$ cat src/logic/dbp_params.svh
// Offsets, field positions, reset values and limits of the drive basic parameter bank
`ifndef DBP_PARAMS_SVH
`define DBP_PARAMS_SVH
`define DBP_OFS_LOAD_DUTY 8'h10
`define DBP_OFS_CARRIER 8'h11
`define DBP_OFS_SERIES 8'h12
`define DBP_OFS_FREQ_SRC 8'h14
`define DBP_OFS_RUN_SRC 8'h15
`define DBP_OFS_STOP 8'h16
`define DBP_OFS_DIR 8'h17
`define DBP_OFS_KEY_MEM 8'h18
`define DBP_OFS_DISPLAY 8'h19
`define DBP_OFS_CTRL 8'h40
`define DBP_OFS_STALL 8'h41
`define DBP_OFS_STATUS 8'h42
`define DBP_RST_LOAD_DUTY 16'h0001
`define DBP_RST_CARRIER 16'h0004
`define DBP_RST_ZERO 16'h0000
`define DBP_CAR_MIN 16'h0002
`define DBP_CAR_MAX_SMALL 16'h000F
`define DBP_CAR_MAX_LARGE 16'h000A
`define DBP_VT_STALL_DEF 16'h0078
`define DBP_VT_STALL_MAX 16'h0096
`define DBP_CT_STALL_DEF 16'h00B4
`define DBP_CT_STALL_MAX 16'h00C8
`define DBP_VT_OVL_PEAK 16'h0096
`define DBP_VT_OVL_MIN 16'h0078
`define DBP_CT_OVL_PEAK 16'h00C8
`define DBP_CT_OVL_MIN 16'h0096
`define DBP_OVL_PEAK_S 16'h0003
`define DBP_OVL_MIN_S 16'h003C
`define DBP_UNIT_MAX 12'h024
`define DBP_DEC_MAX 4'h3
`define DBP_DEC_LSB 0
`define DBP_UNIT_LSB 4
`define DBP_PID_ON 16'h0001
`endif

$ cat src/logic/dbp_pkg.sv
// Types shared by the drive basic parameter bank
package dbp_pkg;
  typedef enum logic [1:0] {DBP_CTL_VF, DBP_CTL_IM_SVC, DBP_CTL_PM_SVC} dbp_ctl_t;
  typedef enum logic [1:0] {DBP_OUT_OFF, DBP_OUT_RUN, DBP_OUT_RAMP} dbp_out_state_t;
  typedef struct packed {
    logic [7:0] addr;
    logic [15:0] wdata;
    logic wr;
    logic rd;
  } dbp_bus_t;
  typedef struct packed {
    logic [2:0] freq_src;
    logic [1:0] run_src;
    logic pulse_sel;
    logic rev_ok;
    logic fwd_ok;
  } dbp_route_t;
endpackage : dbp_pkg
$ cat src/logic/dbp_bank.sv
// Drive basic parameter bank with register port and run/stop sequencing
//
// Added by the designer: strobed register access.
`timescale 1ns/10ps
`include "dbp_params.svh"
module dbp_bank #(
  parameter logic [15:0] SERIES_CODE = 16'h005A, // Arbitrary neutral identifier
  parameter bit LARGE_RATING = 1'b0
) (
  input wire logic core_clk_i,
  input wire logic rst_n_i,
  input wire logic [7:0] addr_i,
  input wire logic [15:0] wdata_i,
  input wire logic wr_i,
  input wire logic rd_i,
  output logic [15:0] rdata_o,
  input wire logic motor_type_i,
  input wire logic fifth_digital_input_i,
  input wire logic hand_sel_term_i,
  input wire logic hand_term_en_i,
  input wire logic hand_key_i,
  input wire logic hand_off_auto_policy_i,
  input wire logic term41_i,
  input wire logic term42_i,
  input wire logic run_cmd_i,
  input wire logic jog_cmd_i,
  input wire logic stop_cmd_i,
  input wire logic undervoltage_event_i,
  input wire logic fault_i,
  input wire logic [15:0] keypad_freq_i,
  input wire logic at_min_freq_i,
  output logic [1:0] ctl_mode_o,
  output logic pulse_ref_o,
  output logic remote_mode_o,
  output logic run_en_o,
  output logic jog_en_o,
  output logic out_en_o,
  output logic decel_o,
  output logic [7:0] route_o
);
  dbp_pkg::dbp_bus_t bus;
  logic [15:0] load_q, load_d, car_q, car_d, fsrc_q, fsrc_d, rsrc_q, rsrc_d;
  logic [15:0] stop_q, stop_d, dir_q, dir_d, kmem_q, kmem_d, disp_q, disp_d;
  logic [15:0] spd_q, spd_d, pid_q, pid_d, acc_stall_q, acc_stall_d, run_stall_q, run_stall_d;
  logic [15:0] rdata_q, rdata_d, stall_max, stall_def, car_max;
  logic [1:0] mode_q, mode_d, sync_a_q, sync_b_q;
  logic [5:0] meta_q, sync_q;
  logic remote_q, remote_d, run_q, run_d, jog_q, jog_d, pulse_q, pulse_d;
  logic out_q, out_d, dec_q, dec_d, load_chg;
  dbp_pkg::dbp_out_state_t st_q, st_d;
  dbp_pkg::dbp_route_t route_q, route_d;
  logic [15:0] ovl_peak, ovl_min;

  assign bus = '{addr: addr_i, wdata: wdata_i, wr: wr_i, rd: rd_i};

  // Two-stage synchronisers for terminal, stop and status pins; run, jog, hand key, hand enable and policy inputs are not synchronised
  always_ff @(posedge core_clk_i or negedge rst_n_i) begin
    if (!rst_n_i) begin
      meta_q <= 6'h00;
      sync_q <= 6'h00;
      sync_a_q <= 2'h0;
      sync_b_q <= 2'h0;
    end else begin
      meta_q <= {fifth_digital_input_i, hand_sel_term_i, term41_i, term42_i, undervoltage_event_i, fault_i};
      sync_q <= meta_q;
      sync_a_q <= {stop_cmd_i, at_min_freq_i};
      sync_b_q <= sync_a_q;
    end
  end

  // Duty-dependent limits and ratings; the carrier limit follows LARGE_RATING
  always_comb begin
    stall_max = load_q[0] ? `DBP_CT_STALL_MAX : `DBP_VT_STALL_MAX;
    stall_def = wdata_i[0] ? `DBP_CT_STALL_DEF : `DBP_VT_STALL_DEF;
    ovl_peak = load_q[0] ? `DBP_CT_OVL_PEAK : `DBP_VT_OVL_PEAK;
    ovl_min = load_q[0] ? `DBP_CT_OVL_MIN : `DBP_VT_OVL_MIN;
    car_max = LARGE_RATING ? `DBP_CAR_MAX_LARGE : `DBP_CAR_MAX_SMALL;
  end

  // Register writes: illegal values are dropped so the old setting stays live
  always_comb begin
    load_d = load_q;
    car_d = car_q;
    fsrc_d = fsrc_q;
    rsrc_d = rsrc_q;
    stop_d = stop_q;
    dir_d = dir_q;
    disp_d = disp_q;
    spd_d = spd_q;
    pid_d = pid_q;
    acc_stall_d = acc_stall_q;
    run_stall_d = run_stall_q;
    load_chg = 1'b0;
    if (bus.wr) begin
      unique case (bus.addr)
        `DBP_OFS_LOAD_DUTY: if (bus.wdata <= 16'h0001) begin
          load_d = bus.wdata;
          load_chg = 1'b1;
        end
        `DBP_OFS_CARRIER: if (bus.wdata >= `DBP_CAR_MIN && bus.wdata <= car_max) car_d = bus.wdata;
        `DBP_OFS_FREQ_SRC: begin
          // PID lock: leaving 9 needs the PID field moved off 1 first
          if ((bus.wdata <= 16'h0004 || bus.wdata == 16'h0007 || bus.wdata == 16'h0009) &&
              !(fsrc_q == 16'h0009 && pid_q == `DBP_PID_ON && bus.wdata != 16'h0009)) begin
            fsrc_d = bus.wdata;
            if (bus.wdata == 16'h0009) pid_d = `DBP_PID_ON;
          end
        end
        `DBP_OFS_RUN_SRC: if (bus.wdata <= 16'h0002) rsrc_d = bus.wdata;
        `DBP_OFS_STOP: if (bus.wdata <= 16'h0002) stop_d = bus.wdata;
        `DBP_OFS_DIR: if (bus.wdata <= 16'h0002) dir_d = bus.wdata;
        `DBP_OFS_DISPLAY: if (bus.wdata[3:0] <= `DBP_DEC_MAX && bus.wdata[15:4] <= `DBP_UNIT_MAX) begin
          disp_d = bus.wdata;
        end
        `DBP_OFS_CTRL: if (bus.wdata[7:0] == 8'h00 || bus.wdata[7:0] == 8'h02) begin
          spd_d = {8'h00, bus.wdata[7:0]};
          pid_d = {15'h0000, bus.wdata[8]};
        end
        `DBP_OFS_STALL: if (bus.wdata[7:0] <= stall_max[7:0] && bus.wdata[15:8] <= stall_max[7:0]) begin
          acc_stall_d = {8'h00, bus.wdata[7:0]};
          run_stall_d = {8'h00, bus.wdata[15:8]};
        end
        default: ;
      endcase
    end
    // A duty change reloads both stall levels with that duty's default
    if (load_chg) begin
      acc_stall_d = stall_def;
      run_stall_d = stall_def;
    end
  end

  // Control mode, routing and hand/auto selection
  always_comb begin
    mode_d = dbp_pkg::DBP_CTL_VF;
    if (spd_q == 16'h0002) mode_d = motor_type_i ? dbp_pkg::DBP_CTL_PM_SVC : dbp_pkg::DBP_CTL_IM_SVC;
    pulse_d = (fsrc_q == 16'h0004) && sync_q[5];
    // Terminal select outranks the keypad key when enabled
    remote_d = hand_term_en_i ? !sync_q[4] : !hand_key_i;
    route_d = '{freq_src: fsrc_q[2:0], run_src: rsrc_q[1:0], pulse_sel: fsrc_q == 16'h0004,
                rev_ok: dir_q != 16'h0001, fwd_ok: dir_q != 16'h0002};
    // HAND_OFF_AUTO_POLICY with both hand/auto terminals low blocks run and jog
    run_d = run_cmd_i && !(hand_off_auto_policy_i && !sync_q[3] && !sync_q[2]);
    jog_d = jog_cmd_i && !(hand_off_auto_policy_i && !sync_q[3] && !sync_q[2]);
  end

  // Output sequencing on stop
  always_comb begin
    st_d = st_q;
    unique case (st_q)
      dbp_pkg::DBP_OUT_OFF: if (run_q && !sync_b_q[1]) st_d = dbp_pkg::DBP_OUT_RUN;
      dbp_pkg::DBP_OUT_RUN: if (sync_b_q[1]) begin
        st_d = (stop_q == 16'h0001) ? dbp_pkg::DBP_OUT_OFF : dbp_pkg::DBP_OUT_RAMP;
      end
      dbp_pkg::DBP_OUT_RAMP: if (sync_b_q[0]) st_d = dbp_pkg::DBP_OUT_OFF;
    endcase
    out_d = st_d != dbp_pkg::DBP_OUT_OFF;
    dec_d = st_d == dbp_pkg::DBP_OUT_RAMP;
  end

  // Keypad frequency memory and read mux
  always_comb begin
    kmem_d = kmem_q;
    if (fsrc_q == 16'h0000 && (sync_q[1] || sync_q[0])) kmem_d = keypad_freq_i;
    rdata_d = 16'h0000;
    if (bus.rd) begin
      unique case (bus.addr)
        `DBP_OFS_LOAD_DUTY: rdata_d = load_q;
        `DBP_OFS_CARRIER: rdata_d = car_q;
        `DBP_OFS_SERIES: rdata_d = SERIES_CODE;
        `DBP_OFS_FREQ_SRC: rdata_d = fsrc_q;
        `DBP_OFS_RUN_SRC: rdata_d = rsrc_q;
        `DBP_OFS_STOP: rdata_d = stop_q;
        `DBP_OFS_DIR: rdata_d = dir_q;
        `DBP_OFS_KEY_MEM: rdata_d = kmem_q;
        `DBP_OFS_DISPLAY: rdata_d = disp_q;
        `DBP_OFS_CTRL: rdata_d = {7'h00, pid_q[0], spd_q[7:0]};
        `DBP_OFS_STALL: rdata_d = {run_stall_q[7:0], acc_stall_q[7:0]};
        `DBP_OFS_STATUS: rdata_d = {ovl_min[7:0], ovl_peak[7:0]} ^ 16'h0000;
        default: rdata_d = 16'h0000;
      endcase
    end
  end

  // State registers; remote mode is forced at every power-up
  always_ff @(posedge core_clk_i or negedge rst_n_i) begin
    if (!rst_n_i) begin
      load_q <= `DBP_RST_LOAD_DUTY;
      car_q <= `DBP_RST_CARRIER;
      fsrc_q <= `DBP_RST_ZERO;
      rsrc_q <= `DBP_RST_ZERO;
      stop_q <= `DBP_RST_ZERO;
      dir_q <= `DBP_RST_ZERO;
      kmem_q <= `DBP_RST_ZERO;
      disp_q <= `DBP_RST_ZERO;
      spd_q <= `DBP_RST_ZERO;
      pid_q <= `DBP_RST_ZERO;
      acc_stall_q <= `DBP_CT_STALL_DEF;
      run_stall_q <= `DBP_CT_STALL_DEF;
      rdata_q <= `DBP_RST_ZERO;
      mode_q <= dbp_pkg::DBP_CTL_VF;
      remote_q <= 1'b1;
      run_q <= 1'b0;
      jog_q <= 1'b0;
      pulse_q <= 1'b0;
      out_q <= 1'b0;
      dec_q <= 1'b0;
      st_q <= dbp_pkg::DBP_OUT_OFF;
      // Matches the reset direction setting: both directions open
      route_q <= '{freq_src: 3'h0, run_src: 2'h0, pulse_sel: 1'b0, rev_ok: 1'b1, fwd_ok: 1'b1};
    end else begin
      load_q <= load_d;
      car_q <= car_d;
      fsrc_q <= fsrc_d;
      rsrc_q <= rsrc_d;
      stop_q <= stop_d;
      dir_q <= dir_d;
      kmem_q <= kmem_d;
      disp_q <= disp_d;
      spd_q <= spd_d;
      pid_q <= pid_d;
      acc_stall_q <= acc_stall_d;
      run_stall_q <= run_stall_d;
      rdata_q <= rdata_d;
      mode_q <= mode_d;
      remote_q <= remote_d;
      run_q <= run_d;
      jog_q <= jog_d;
      pulse_q <= pulse_d;
      out_q <= out_d;
      dec_q <= dec_d;
      st_q <= st_d;
      route_q <= route_d;
    end
  end

  assign rdata_o = rdata_q;
  assign ctl_mode_o = mode_q;
  assign pulse_ref_o = pulse_q;
  assign remote_mode_o = remote_q;
  assign run_en_o = run_q;
  assign jog_en_o = jog_q;
  assign out_en_o = out_q;
  assign decel_o = dec_q;
  assign route_o = route_q;
endmodule : dbp_bank

$ cat config.mk
export PLATFORM = sky130hd
export DESIGN_NAME = dbp_bank
export DESIGN_NICKNAME = d
export VERILOG_FILES = /design/src/logic/dbp_pkg.sv /design/src/logic/dbp_bank.sv
export VERILOG_INCLUDE_DIRS = /design/src /design/src/logic
export SDC_FILE = /design/constraint.sdc
export NUM_CORES = 1
export LEC_CHECK = 0
export ABC_AREA = 0
export BUFFER_PORTS_ARGS = -buffer_cell sky130_fd_sc_hd__buf_2
export CAP_MARGIN = 10
export CORE_MARGIN = 4
export CORE_UTILIZATION = 40
export CTS_CLUSTER_DIAMETER = 50
export CTS_CLUSTER_SIZE = 20
export DETAILED_ROUTE_END_ITERATION = 12
export SLEW_MARGIN = 20
export SYNTH_ARGS = -nofsm -noshare
export SYNTH_HDL_FRONTEND = slang
export SYNTH_SLANG_ARGS = --single-unit
$ cat constraint.sdc
create_clock -name core_clk_i -period 3.3 [get_ports core_clk_i]
set_input_delay 0.495 -clock core_clk_i [delete_from_list [all_inputs] [get_ports core_clk_i]]
set_output_delay 0.495 -clock core_clk_i [all_outputs]
set_load 0.02 [all_outputs]
* Yosys cells after proc, flatten, opt, wreduce, memory -nomap -nowiden
Cells that the tools add are included.
Storage, ports and cells: input port bits 58, register bits 218, word-level logic and storage cells 138, output and inout bits 32
Operators by class: equality and inequality tests 29, mux-type cells 28, order comparisons 9, reduce and logical (&&, ||, !) cells 42
Operators with widths (number):
- $pmux 16 s12 | 1
- $mux 8 | 10
- $eq 8x5->1 const B | 9
- $mux 16 | 4
- $eq 16x1->1 const B | 2
- $eq 16x3->1 const B | 2
- $eq 16x4->1 const B | 2
- $pmux 16 s2 | 1
- $reduce_and 3->1 | 9
- $eq 8x7->1 const B | 3
- $eq 8x2->1 const B | 2
- $ge 16x2->1 const B | 1
- $le 16x1->1 const B | 1
- $le 16x2->1 const B | 1
- $le 16x3->1 const B | 1
- $le 16x4->1 const B | 1
- $le 8x8->1 | 2
- $logic_not 16->1 | 1
- $ne 16x1->1 const B | 1
- $ne 16x2->1 const B | 1
- $ne 16x4->1 const B | 1
- $logic_and 1x1->1 | 13
- $le 12x6->1 const B | 1
- $mux 2 | 6
- other kinds (13) | 32

* Logic depth before layout (Yosys ltp)
Gate-level depths: netlist (run 1).
word-level depth 7, gate-level depth with buffers 10, gate-level depth less buffers 7

* Worst setup path before layout (run 1)
Ideal clock, no wire load.
path kind register to register, start reg load_q[0], end reg acc_stall_q[3], slack 0.967 ns, data arrival time 2.207 ns, period minus slack after synthesis 2.333 ns, cell stages (with the launch flop) 10, library setup time 0.126 ns, required time 3.174 ns, path buffers 2, cells stage by stage dfstp_2 > inv_1 > ha_1 > nand4b_1 > o32ai_1 > o2111a_1 > and2_1 > buf_2 > buf_2 > o32a_1
Between the ends: longest elaborated chain between the ends 5, elaborated cells between the ends (all ways) 6, classes of those cells order compare: 2; mux: 1; reduce/logical: 3
Ends and longest elaborated chain:
- start: declaration | line dbp_bank.sv:42 | logic [15:0] load_q, load_d, car_q, car_d, fsrc_q, fsrc_d, rsrc_q, rsrc_d;
- start signal: assignment | line dbp_bank.sv:188 | load_q <= `DBP_RST_LOAD_DUTY;
- start signal: assignment | line dbp_bank.sv:212 | load_q <= load_d;
- $mux 7 (no line) (*)
- $le 8x8->1 | line dbp_bank.sv:119 | `DBP_OFS_STALL: if (bus.wdata[7:0] <= stall_max[7:0] && bus.wdata[15:8] <= stall_max[7:0]) begin
- $logic_and 1x1->1 (*) | line dbp_bank.sv:119
- $reduce_bool 2->1 (no line) (*)
- $reduce_and 3->1 (no line) (*)
- end signal: assignment | line dbp_bank.sv:198 | acc_stall_q <= `DBP_CT_STALL_DEF;
- end signal: assignment | line dbp_bank.sv:222 | acc_stall_q <= acc_stall_d;
- end: declaration | line dbp_bank.sv:44 | logic [15:0] spd_q, spd_d, pid_q, pid_d, acc_stall_q, acc_stall_d, run_stall_q, run_stall_d;
Mark *: on every way between the ends. The rest lies on a longest branch, timed or not. A chain may end at the register's enable or synchronous reset.

* Worst setup path in the final report (run 1)
start reg load_q[0], end reg run_stall_q[6]
Between the ends: longest elaborated chain between the ends 5, elaborated cells between the ends (all ways) 6, classes of those cells order compare: 2; mux: 1; reduce/logical: 3
Ends and longest elaborated chain:
- $mux 7 (no line) (*)
- $le 8x8->1 | line dbp_bank.sv:119
- $logic_and 1x1->1 (*) | line dbp_bank.sv:119
- $reduce_bool 2->1 (no line) (*)
- $reduce_and 3->1 (no line) (*)
- end signal: assignment | line dbp_bank.sv:199 | run_stall_q <= `DBP_CT_STALL_DEF;
- end signal: assignment | line dbp_bank.sv:223 | run_stall_q <= run_stall_d;
- end: declaration | line dbp_bank.sv:44
Marks and branches as above.

==> results of run 1 <==
==> sequential cells by signal (all words and copies together), names as in the netlist, 2 cells and up <==
name	count
acc_stall_q	8
sync_a_q	2
spd_q	8
sync_b_q	2
car_q	16
st_q	2
disp_q	16
rdata_o	16
load_q	16
sync_q	6
route_o	8
ctl_mode_o	2
dir_q	16
kmem_q	16
run_stall_q	8
meta_q	6
stop_q	16
rsrc_q	16
fsrc_q	16
==> metal layers <==
| layer | vias to the layer above | share of wire [%] | track usage, % |
|---|---|---|---|
| li1 | 2954 | - | - |
| met2 | 293 | 43 | 31.3 |
| met4 | 2 | 4.0 | 8.11 |
| met3 | 73 | 8.1 | 4.26 |
| met1 | 3251 | 45 | 31.8 |
| met5 | - | 0.050 | 0 |
==> cell type report <==
class	instances	share of cell area (%)
flip-flops and latches	203	47.9
multi-input cells	495	33.5
repair buffers	119	6.76
clock buffers	29	6.21
well taps	280	3.29
clock inverters	17	1.85
inverters	15	0.529
==> worst max path at each step <==
stage                                            end  slack, ns  cells after the start
after detailed placement        dir_q[1]$_DFFE_PN0P_       0.33                      6
after floorplan           acc_stall_q[3]$_DFFE_PN0P_       0.97                      9
final                     run_stall_q[6]$_DFFE_PN0P_       0.55                      9
after global routing      acc_stall_q[6]$_DFFE_PN0P_       0.35                      9
after global placement          dir_q[0]$_DFFE_PN0P_       0.27                      6
after CTS                 run_stall_q[6]$_DFFE_PN0P_       0.57                      9
==> stage by stage <==
| step | hold slack, ns | total power [mW] | cell area (µm²) | util [%] | setup WS, ns |
|---|---|---|---|---|---|
| floorplan | 0.199 | 2.79 | 8880 | - | 0.967 |
| global placement | 0.331 | 2.97 | 9770 | 44.8 | 0.270 |
| detailed placement | 0.335 | 2.97 | 9770 | 44.8 | 0.327 |
| CTS | 0.0454 | 5.79 | 10600 | 48.8 | 0.569 |
| global route | 0.0434 | 5.93 | 10600 | 48.8 | 0.351 |
| finish | 0.0647 | 5.72 | 10600 | 48.8 | 0.554 |
==> power breakdown <==
group | switching, mW | total, mW | internal [mW]
combinational | 0.231 | 0.366 | 0.135
clock | 1.20 | 2.79 | 1.59
sequential | 0.0248 | 2.56 | 2.54
==> kinds of logic (layout without fill, tap and decap cells) <==
group	count (synthesis)	after routing	share of synthesized area [%]
fa+ha+maj	12	12	1.69
flops	203	203	57.4
mux	59	59	7.40
buf+inv	55	180	2.58
simple gates	282	282	19.0
compound gates	142	142	12.0
==> layout by cell type (no fill, tap or decap), drive strengths merged, types with 3 or more instances in the layout <==
master,netlist,final
nor3b,4,4
a22o,6,6
buf,16,117
nand2b,7,7
nor3,14,14
o32a,8,8
o21ai,16,16
mux2,43,43
nand4,7,7
o211ai,5,5
clkinv,0,4
nor2b,33,33
o22ai,4,4
nor4,18,18
nor4b,4,4
and2,73,73
and3,6,6
mux2i,15,15
dfrtp,190,190
a41oi,4,4
nor2,28,28
nand3b,9,9
a21oi,17,17
a221oi,12,12
a22oi,19,19
ha,12,12
nand3,19,19
a31oi,13,13
inv,15,26
dfstp,13,13
a32oi,3,3
o21a,4,4
clkbuf,24,30
or2,3,3
nand2,46,46
a21o,7,7
==> out/metrics.cfg, run 1 <==
[outcome]
status = completed

[finish]
area_growth_pct = 19.8
n_antenna_cell = 0
final_nets = 929
final.fill_count = 1996
drive_gt1_share_pct = 25.5
instances_no_fill = 1158
seq_area_um2 = 5100
multi_input_area_um2 = 3560

[worst_setup_path]
worst_r2r_path_depth = 9
cp.required_ns = 3.75
critPathMaxStageDelay_ns = 0.70
cp_max_fo = 12
crit_type = reg -> reg
r2r_slack_ns = 0.55
cp_num_buf_inv = 3
crit_arrival_ns = 3.20
critPathLaunchType = flop
slowest_stage = dfstp_2
crit_chain = inv_1 -> ha_1 -> o21ai_0 -> nand2b_1 -> o311ai_1 -> buf_12 -> and2_1 -> buf_4 -> o32a_1
r2r_end = run_stall_q[6]$_DFFE_PN0P_
crit_start = load_q[0]$_DFFE_PN1P_
critPathTopFamily = flip-flops
rr_startpoint = load_q[0]$_DFFE_PN1P_
end_kind = flop

[route]
drt_iter0_markers = 559
wl_per_cell_um = 22.6
viasPerCell = 5.68
drc_errors = 0
dr.pass1.iters = 5
routed_wl_mm = 26.2
ant_nets = 0
num_vias = 6573

[worst_hold_path]
min_to = meta_q[1]$_DFF_PN0_
whs_path_depth = 1
hp-class = in -> reg
hold_start = undervoltage_event_i

[logic_synthesis]
syn_inst = 753
synth_edf_count = 0
syn_area_per_cell_um2 = 11.8
synthTopCellsByArea = dfrtp_1 54%, and2_1 5.1%, dfstp_2 3.8%
ys_top_cells_by_count = 190 x dfrtp_1, 72 x and2_1, 46 x nand2_1, 33 x nor2b_1, 30 x mux2_2
ys_async_sr_fraction_pct = 100
synth_area_leader_cell = dfrtp_1
syn-num-nets = 823
ys_types = 76
yosys_warnings = 0
synth.ff_latch_count = 203
synthesis.area_um2 = 8880
ys.flop_type = dfrtp_1
post-synth-top-area-fraction_pct = 53.5
ys_seq_area_share_pct = 57.4
synth_most_common_cell = dfrtp_1

[sta]
skew_ns = 0.0182
rsz0062_at_grt = no
max_clock_freq_mhz = 364
final_hold_viol_count = 0
slew_headroom_pct = 35.7
worst_pin_slew_ns = 0.964
post-route-period-util_pct = 83.2
period_minus_slack_ns = 2.75
finalMaxSlewViolations = 0
setup_viol_count_final = 0
setup_tns_ns = 0

[floorplanning]
pin_count = 90
rows = 54
die_h_um = 157
die_w_um = 157
initial_utilization_pct = 40.7
dieArea_um2 = 24700
fp.coreArea_um2 = 21800

[global_route]
grt_max_degree = 75
grt_pass1_vias = 6601
antenna_found_initial = 1
track_usage_pct = 21.5
grt_overflow = 0
grt_first_pass_wirelength_mm = 40.6

[placed_design]
dpl.cell_count = 1111
place_hpwl_mm = 19.0
gp_congestion = 0.937
portBuffers = 89

[clock_network]
numCtsBuffers = 25
cts_hold_buf = 1
clock-sinks = 203
cts_tree = done
cts_root_buffer = clkbuf_16
clock_latency_ns = 0.53
cts_resized = 0
post-cts-setup-buffer-count = 0
clockBufferDepth = 3
h-tree-depth = 1
clk_pin_slew_ns = 0.07

[pwr]
leakagePower_nw = 5.00
cellPowerDensity_nw_per_um2 = 538
vdd_ir_drop_max_mv = 0.442

[job]
max_cap_violations = 0

No activity file was read; power rests on OpenSTA's default activity.
==> run 2, diff against run 1 <==
- clock period: 3.3 -> 2.8 ns (I/O delays scaled with it)
==> run 2 against run 1 <==
Cell count grew 3.0%. Global-route usage grew 0.82 points. Non-clock buffer count grew 33. Flip-flop and latch count is the same. Clock power is 27% higher. Die area unchanged. Fmax is 8.8% higher. Register-to-register slack worse by 0.28 ns. Highest routed layer is now met4. Sequential share of layout area is 1.5 points lower. Clock skew shrank 0.0077 ns. First-iteration DRC count grew 7.3%.
==> out/metrics.cfg, run 2 (synthesized netlist as in run 1, its figures left out) <==
[worst_setup_path]
critPathMaxStageDelay_ns = 0.61
crit_type = reg -> reg
cp_max_fo = 7
cp.required_ns = 3.21
end_kind = flop
critPathLaunchType = flop
crit_arrival_ns = 2.93
cp_num_buf_inv = 2
slowest_stage = dfstp_2
crit_chain = inv_1 -> ha_1 -> nand4b_1 -> o32ai_1 -> o2111a_1 -> buf_4 -> a21oi_1 -> o32a_1
critPathTopFamily = compound AO/OA/AOI/OAI gates

[placed_design]
dpl_cell_area_um2 = 9950
portBuffers = 89
gp_congestion = 0.939
pre_cts_slack_ns = 0.154
place_hpwl_mm = 19.7
dpl.cell_count = 1136

[route]
routed_wl_mm = 26.9
drt_iter0_markers = 600
ant_nets = 0
drc_errors = 0
dr.pass1.iters = 5
num_vias = 6713
wl_per_cell_um = 22.5
viasPerCell = 5.63

[global_route]
antenna_found_initial = 0
grt_pass1_vias = 6911
grt_max_degree = 69
track_usage_pct = 22.3
grt_first_pass_wirelength_mm = 42.0
grt_overflow = 0

[clock_network]
clk_pin_slew_ns = 0.06
h-tree-depth = 1
numCtsBuffers = 26
cts_tree = done
clockBufferDepth = 3
post-cts-setup-buffer-count = 0
clock_latency_ns = 0.52
clock-sinks = 203
cts_root_buffer = clkbuf_16

[sta]
max_clock_freq_mhz = 396
holdWs_ns = 0.0293
rsz0062_at_grt = no
slew_headroom_pct = 54.9
finalMaxSlewViolations = 0
setup_viol_count_final = 0
setup_tns_ns = 0
post-route-period-util_pct = 90.1
period_minus_slack_ns = 2.52
final_hold_viol_count = 0
skew_ns = 0.0105
setup_ws_ns = 0.277
worst_pin_slew_ns = 0.675

[floorplanning]
pin_count = 90
rows = 54
initial_utilization_pct = 40.7
dieArea_um2 = 24700
die_h_um = 157
fp.coreArea_um2 = 21800
die_w_um = 157

[finish]
n_antenna_cell = 0
final.fill_count = 1935
drive_gt1_share_pct = 27.6
seq_area_um2 = 5100
postLayoutCoreUtil_pct = 50.3
multi_input_area_um2 = 3560
final_common_cell = dfrtp_1
instances_no_fill = 1193
layout_common_cells = 190 x dfrtp_1, 88 x buf_2, 72 x and2_1
area_growth_pct = 23.6
final_nets = 963
fin_area_um2 = 11000

[pwr]
cellPowerDensity_nw_per_um2 = 638
vdd_ir_drop_max_mv = 0.326
total_power_mw = 7.01
leakagePower_nw = 5.19

[outcome]
status = completed

[job]
max_cap_violations = 0

[worst_hold_path]
hp-class = in -> reg

-- run 2: cell types whose count changed in the layout (fill, tap and decap cells not counted), sizes merged --
cell / previous run / this run
clkinvlp: 1 / 2
inv: 26 / 24
dlygate4sd3: 1 / 9
bufinv: 1 / 2
buf: 117 / 142
clkbuf: 30 / 32
-- run 2: worst paths after layout --
kind	slack (ns)	endpoint	cells after the start	start
worst min-delay path	0.03	remote_mode_o$_DFF_PN1_	2	hand_key_i
worst min register to register	0.35	sync_q[3]$_DFF_PN0_	0	meta_q[3]$_DFF_PN0_
max in group asynchronous	1.61	remote_mode_o$_DFF_PN1_	3	rst_n_i
worst max-delay path	0.28	acc_stall_q[6]$_DFFE_PN0P_	8	load_q[0]$_DFFE_PN1P_
min in group asynchronous	0.44	stop_q[0]$_DFFE_PN0P_	2	rst_n_i
worst max register to register	0.28	acc_stall_q[6]$_DFFE_PN0P_	8	load_q[0]$_DFFE_PN1P_
-- run 2: per-layer routing --
| layer | track usage [%] | vias to the layer above | wire, µm |
|---|---|---|---|
| li1 | - | 3025 | - |
| met1 | 32.7 | 3302 | 12000 |
| met2 | 34.1 | 327 | 11900 |
| met3 | 3.93 | 59 | 2240 |
| met4 | 6.68 | 0 | 826 |
| met5 | 0 | - | 0 |
-- run 2: report_power, final --
group          leakage (nW)  switching, mW  internal, mW
logic                  1.99          0.280         0.172
clock network         0.456           1.44          2.10
registers              2.74         0.0295          2.99
-- run 2: final cells by class --
type	count	share of cell area, %
Sequential cell	203	46.4
Multi-Input combinational cell	495	32.4
Timing Repair Buffer	152	8.88
Clock buffer	31	6.56
Tap cell	280	3.19
Clock inverter	17	2.02
Inverter	15	0.513
-- run 2: what timing repair did --
item | in CTS | in global routing
hold buffers | 9 | 0
endpoints found under the hold margin | 64 | 0
gates resized for setup | 0 | 0
==> run 3, diff against run 2 <==
- clock period: 2.8 -> 2.5 ns (I/O delays scaled with it)
==> run 3 against run 2 <==
Utilization barely moved. Hold slack got worse by 0.012 ns. Clock power fell by 2%. Clock-buffer cell count fell by 8. Wire length fell by 0.86%. Design area barely moved. Critical path type unchanged.
==> out/metrics.cfg, run 3 (synthesized netlist as in run 1, its figures left out) <==
[sta]
max_clock_freq_mhz = 428
holdWs_ns = 0.0176
skew_ns = 0.0167
post-route-period-util_pct = 93.5
period_minus_slack_ns = 2.34
final_hold_viol_count = 0
rsz0062_at_grt = no
setup_tns_ns = 0
finalMaxSlewViolations = 0
worst_pin_slew_ns = 0.680
setup_viol_count_final = 0
slew_headroom_pct = 54.4

[route]
routed_wl_mm = 26.7
dr.pass1.iters = 5
num_vias = 6736
drt_iter0_markers = 744
drc_errors = 0
viasPerCell = 5.61
ant_nets = 0
wl_per_cell_um = 22.2

[worst_hold_path]
hp-class = in -> reg
whs_path_depth = 2

[global_route]
grt_overflow = 0
grt_pass1_vias = 6835
antenna_found_initial = 1
grt_first_pass_wirelength_mm = 41.1
grt_max_degree = 63
track_usage_pct = 21.8

[placed_design]
portBuffers = 89
place_hpwl_mm = 19.6
dpl.cell_count = 1148
gp_congestion = 0.947

[finish]
drive_gt1_share_pct = 28.2
instances_no_fill = 1201
n_antenna_cell = 0
layout_common_cells = 190 x dfrtp_1, 88 x buf_2, 72 x and2_1
final_nets = 974
area_growth_pct = 23.6
final_common_cell = dfrtp_1

[floorplanning]
fp.coreArea_um2 = 21800
rows = 54
die_w_um = 157
initial_utilization_pct = 40.7
dieArea_um2 = 24700
pin_count = 90
die_h_um = 157

[worst_setup_path]
critPathCapture = run_stall_q[3]$_DFFE_PN0P_
slowest_stage = dfstp_2
cp_max_fo = 16
crit_cells = 8
r2r_slack_ns = 0.16
critPathLaunchType = flop
critPathMaxStageDelay_ns = 0.54
cp.required_ns = 2.90
cp_num_buf_inv = 2
end_kind = flop
crit_type = reg -> reg
crit_start = load_q[0]$_DFFE_PN1P_
critPathTopFamily = compound AO/OA/AOI/OAI gates
worst_r2r_path_depth = 8
crit_chain = inv_1 -> ha_1 -> nand4b_1 -> o32ai_1 -> o2111a_2 -> and2_1 -> buf_4 -> o32a_1
r2r_end = run_stall_q[3]$_DFFE_PN0P_
rr_startpoint = load_q[0]$_DFFE_PN1P_
crit_arrival_ns = 2.73

[clock_network]
cts_root_buffer = clkbuf_16
clock_latency_ns = 0.52
numCtsBuffers = 23
cts_tree = done
h-tree-depth = 1
post-cts-setup-buffer-count = 0
clock-sinks = 203
clockBufferDepth = 3
clk_pin_slew_ns = 0.07

[job]
max_cap_violations = 0

[pwr]
leakagePower_nw = 5.20
cellPowerDensity_nw_per_um2 = 670
vdd_ir_drop_max_mv = 0.375

[outcome]
status = completed

## run 3: cell count changes in the layout (fill, tap and decap cells not counted), sizes merged
cell and delta:
buf +12, bufinv -1, clkbuf -8, clkinv +4, clkinvlp -1, dlygate4sd3 +2
## run 3: repair_timing
item	4_1_cts	5_1_grt
hold buffers	11	0
setup endpoints to repair	0	8
endpoints found under the hold margin	60	0
resized for setup	0	1
## run 3: power by group
group          switching [mW]  internal [mW]
registers              0.0331           3.35
logic                   0.316          0.198
clock network            1.56           1.90
## run 3: how the worst min path moves through the flow
stage | slack, ns | startpoint | end
finish | 0.02 | motor_type_i | ctl_mode_o[0]$_DFF_PN0_
global route | 0.01 | motor_type_i | ctl_mode_o[0]$_DFF_PN0_
CTS | 0.001 | motor_type_i | ctl_mode_o[0]$_DFF_PN0_
detailed placement | 0.34 | meta_q[0]$_DFF_PN0_ | sync_q[0]$_DFF_PN0_
global placement | 0.33 | sync_a_q[1]$_DFF_PN0_ | sync_b_q[1]$_DFF_PN0_
floorplan | 0.08 | rst_n_i | acc_stall_q[0]$_DFFE_PN0P_
## run 3: layer usage
metal	global-route usage (%)	vias up	routed length [µm]
met3	4.40	53	2020
met5	0	-	13
met4	6.76	2	743
met1	32.0	3380	12000
li1	-	3040	-
met2	32.6	261	11900
## run 3: cell type report
class	count	area, µm²
Inverter	15	56.3
Clock buffer	23	576
Clock inverter	19	223
Tap cell	280	350
Multi-Input combinational cell	495	3560
Fill cell	1973	10800
Timing Repair Buffer	166	1110
Sequential cell	203	5100
## run 3: per-stage QoR
step / worst slack, ns / area (µm²) / total power, mW / util (%)
2_1_floorplan: 0.167 / 8880 / 3.68 / -
3_5_place_dp: 0.0208 / 10100 / 3.94 / 46.1
5_1_grt: 0.0223 / 11000 / 7.65 / 50.3
3_3_place_gp: 0.0485 / 10100 / 3.93 / 46.1
6_report: 0.164 / 11000 / 7.36 / 50.3
4_1_cts: 0.149 / 11000 / 7.42 / 50.3
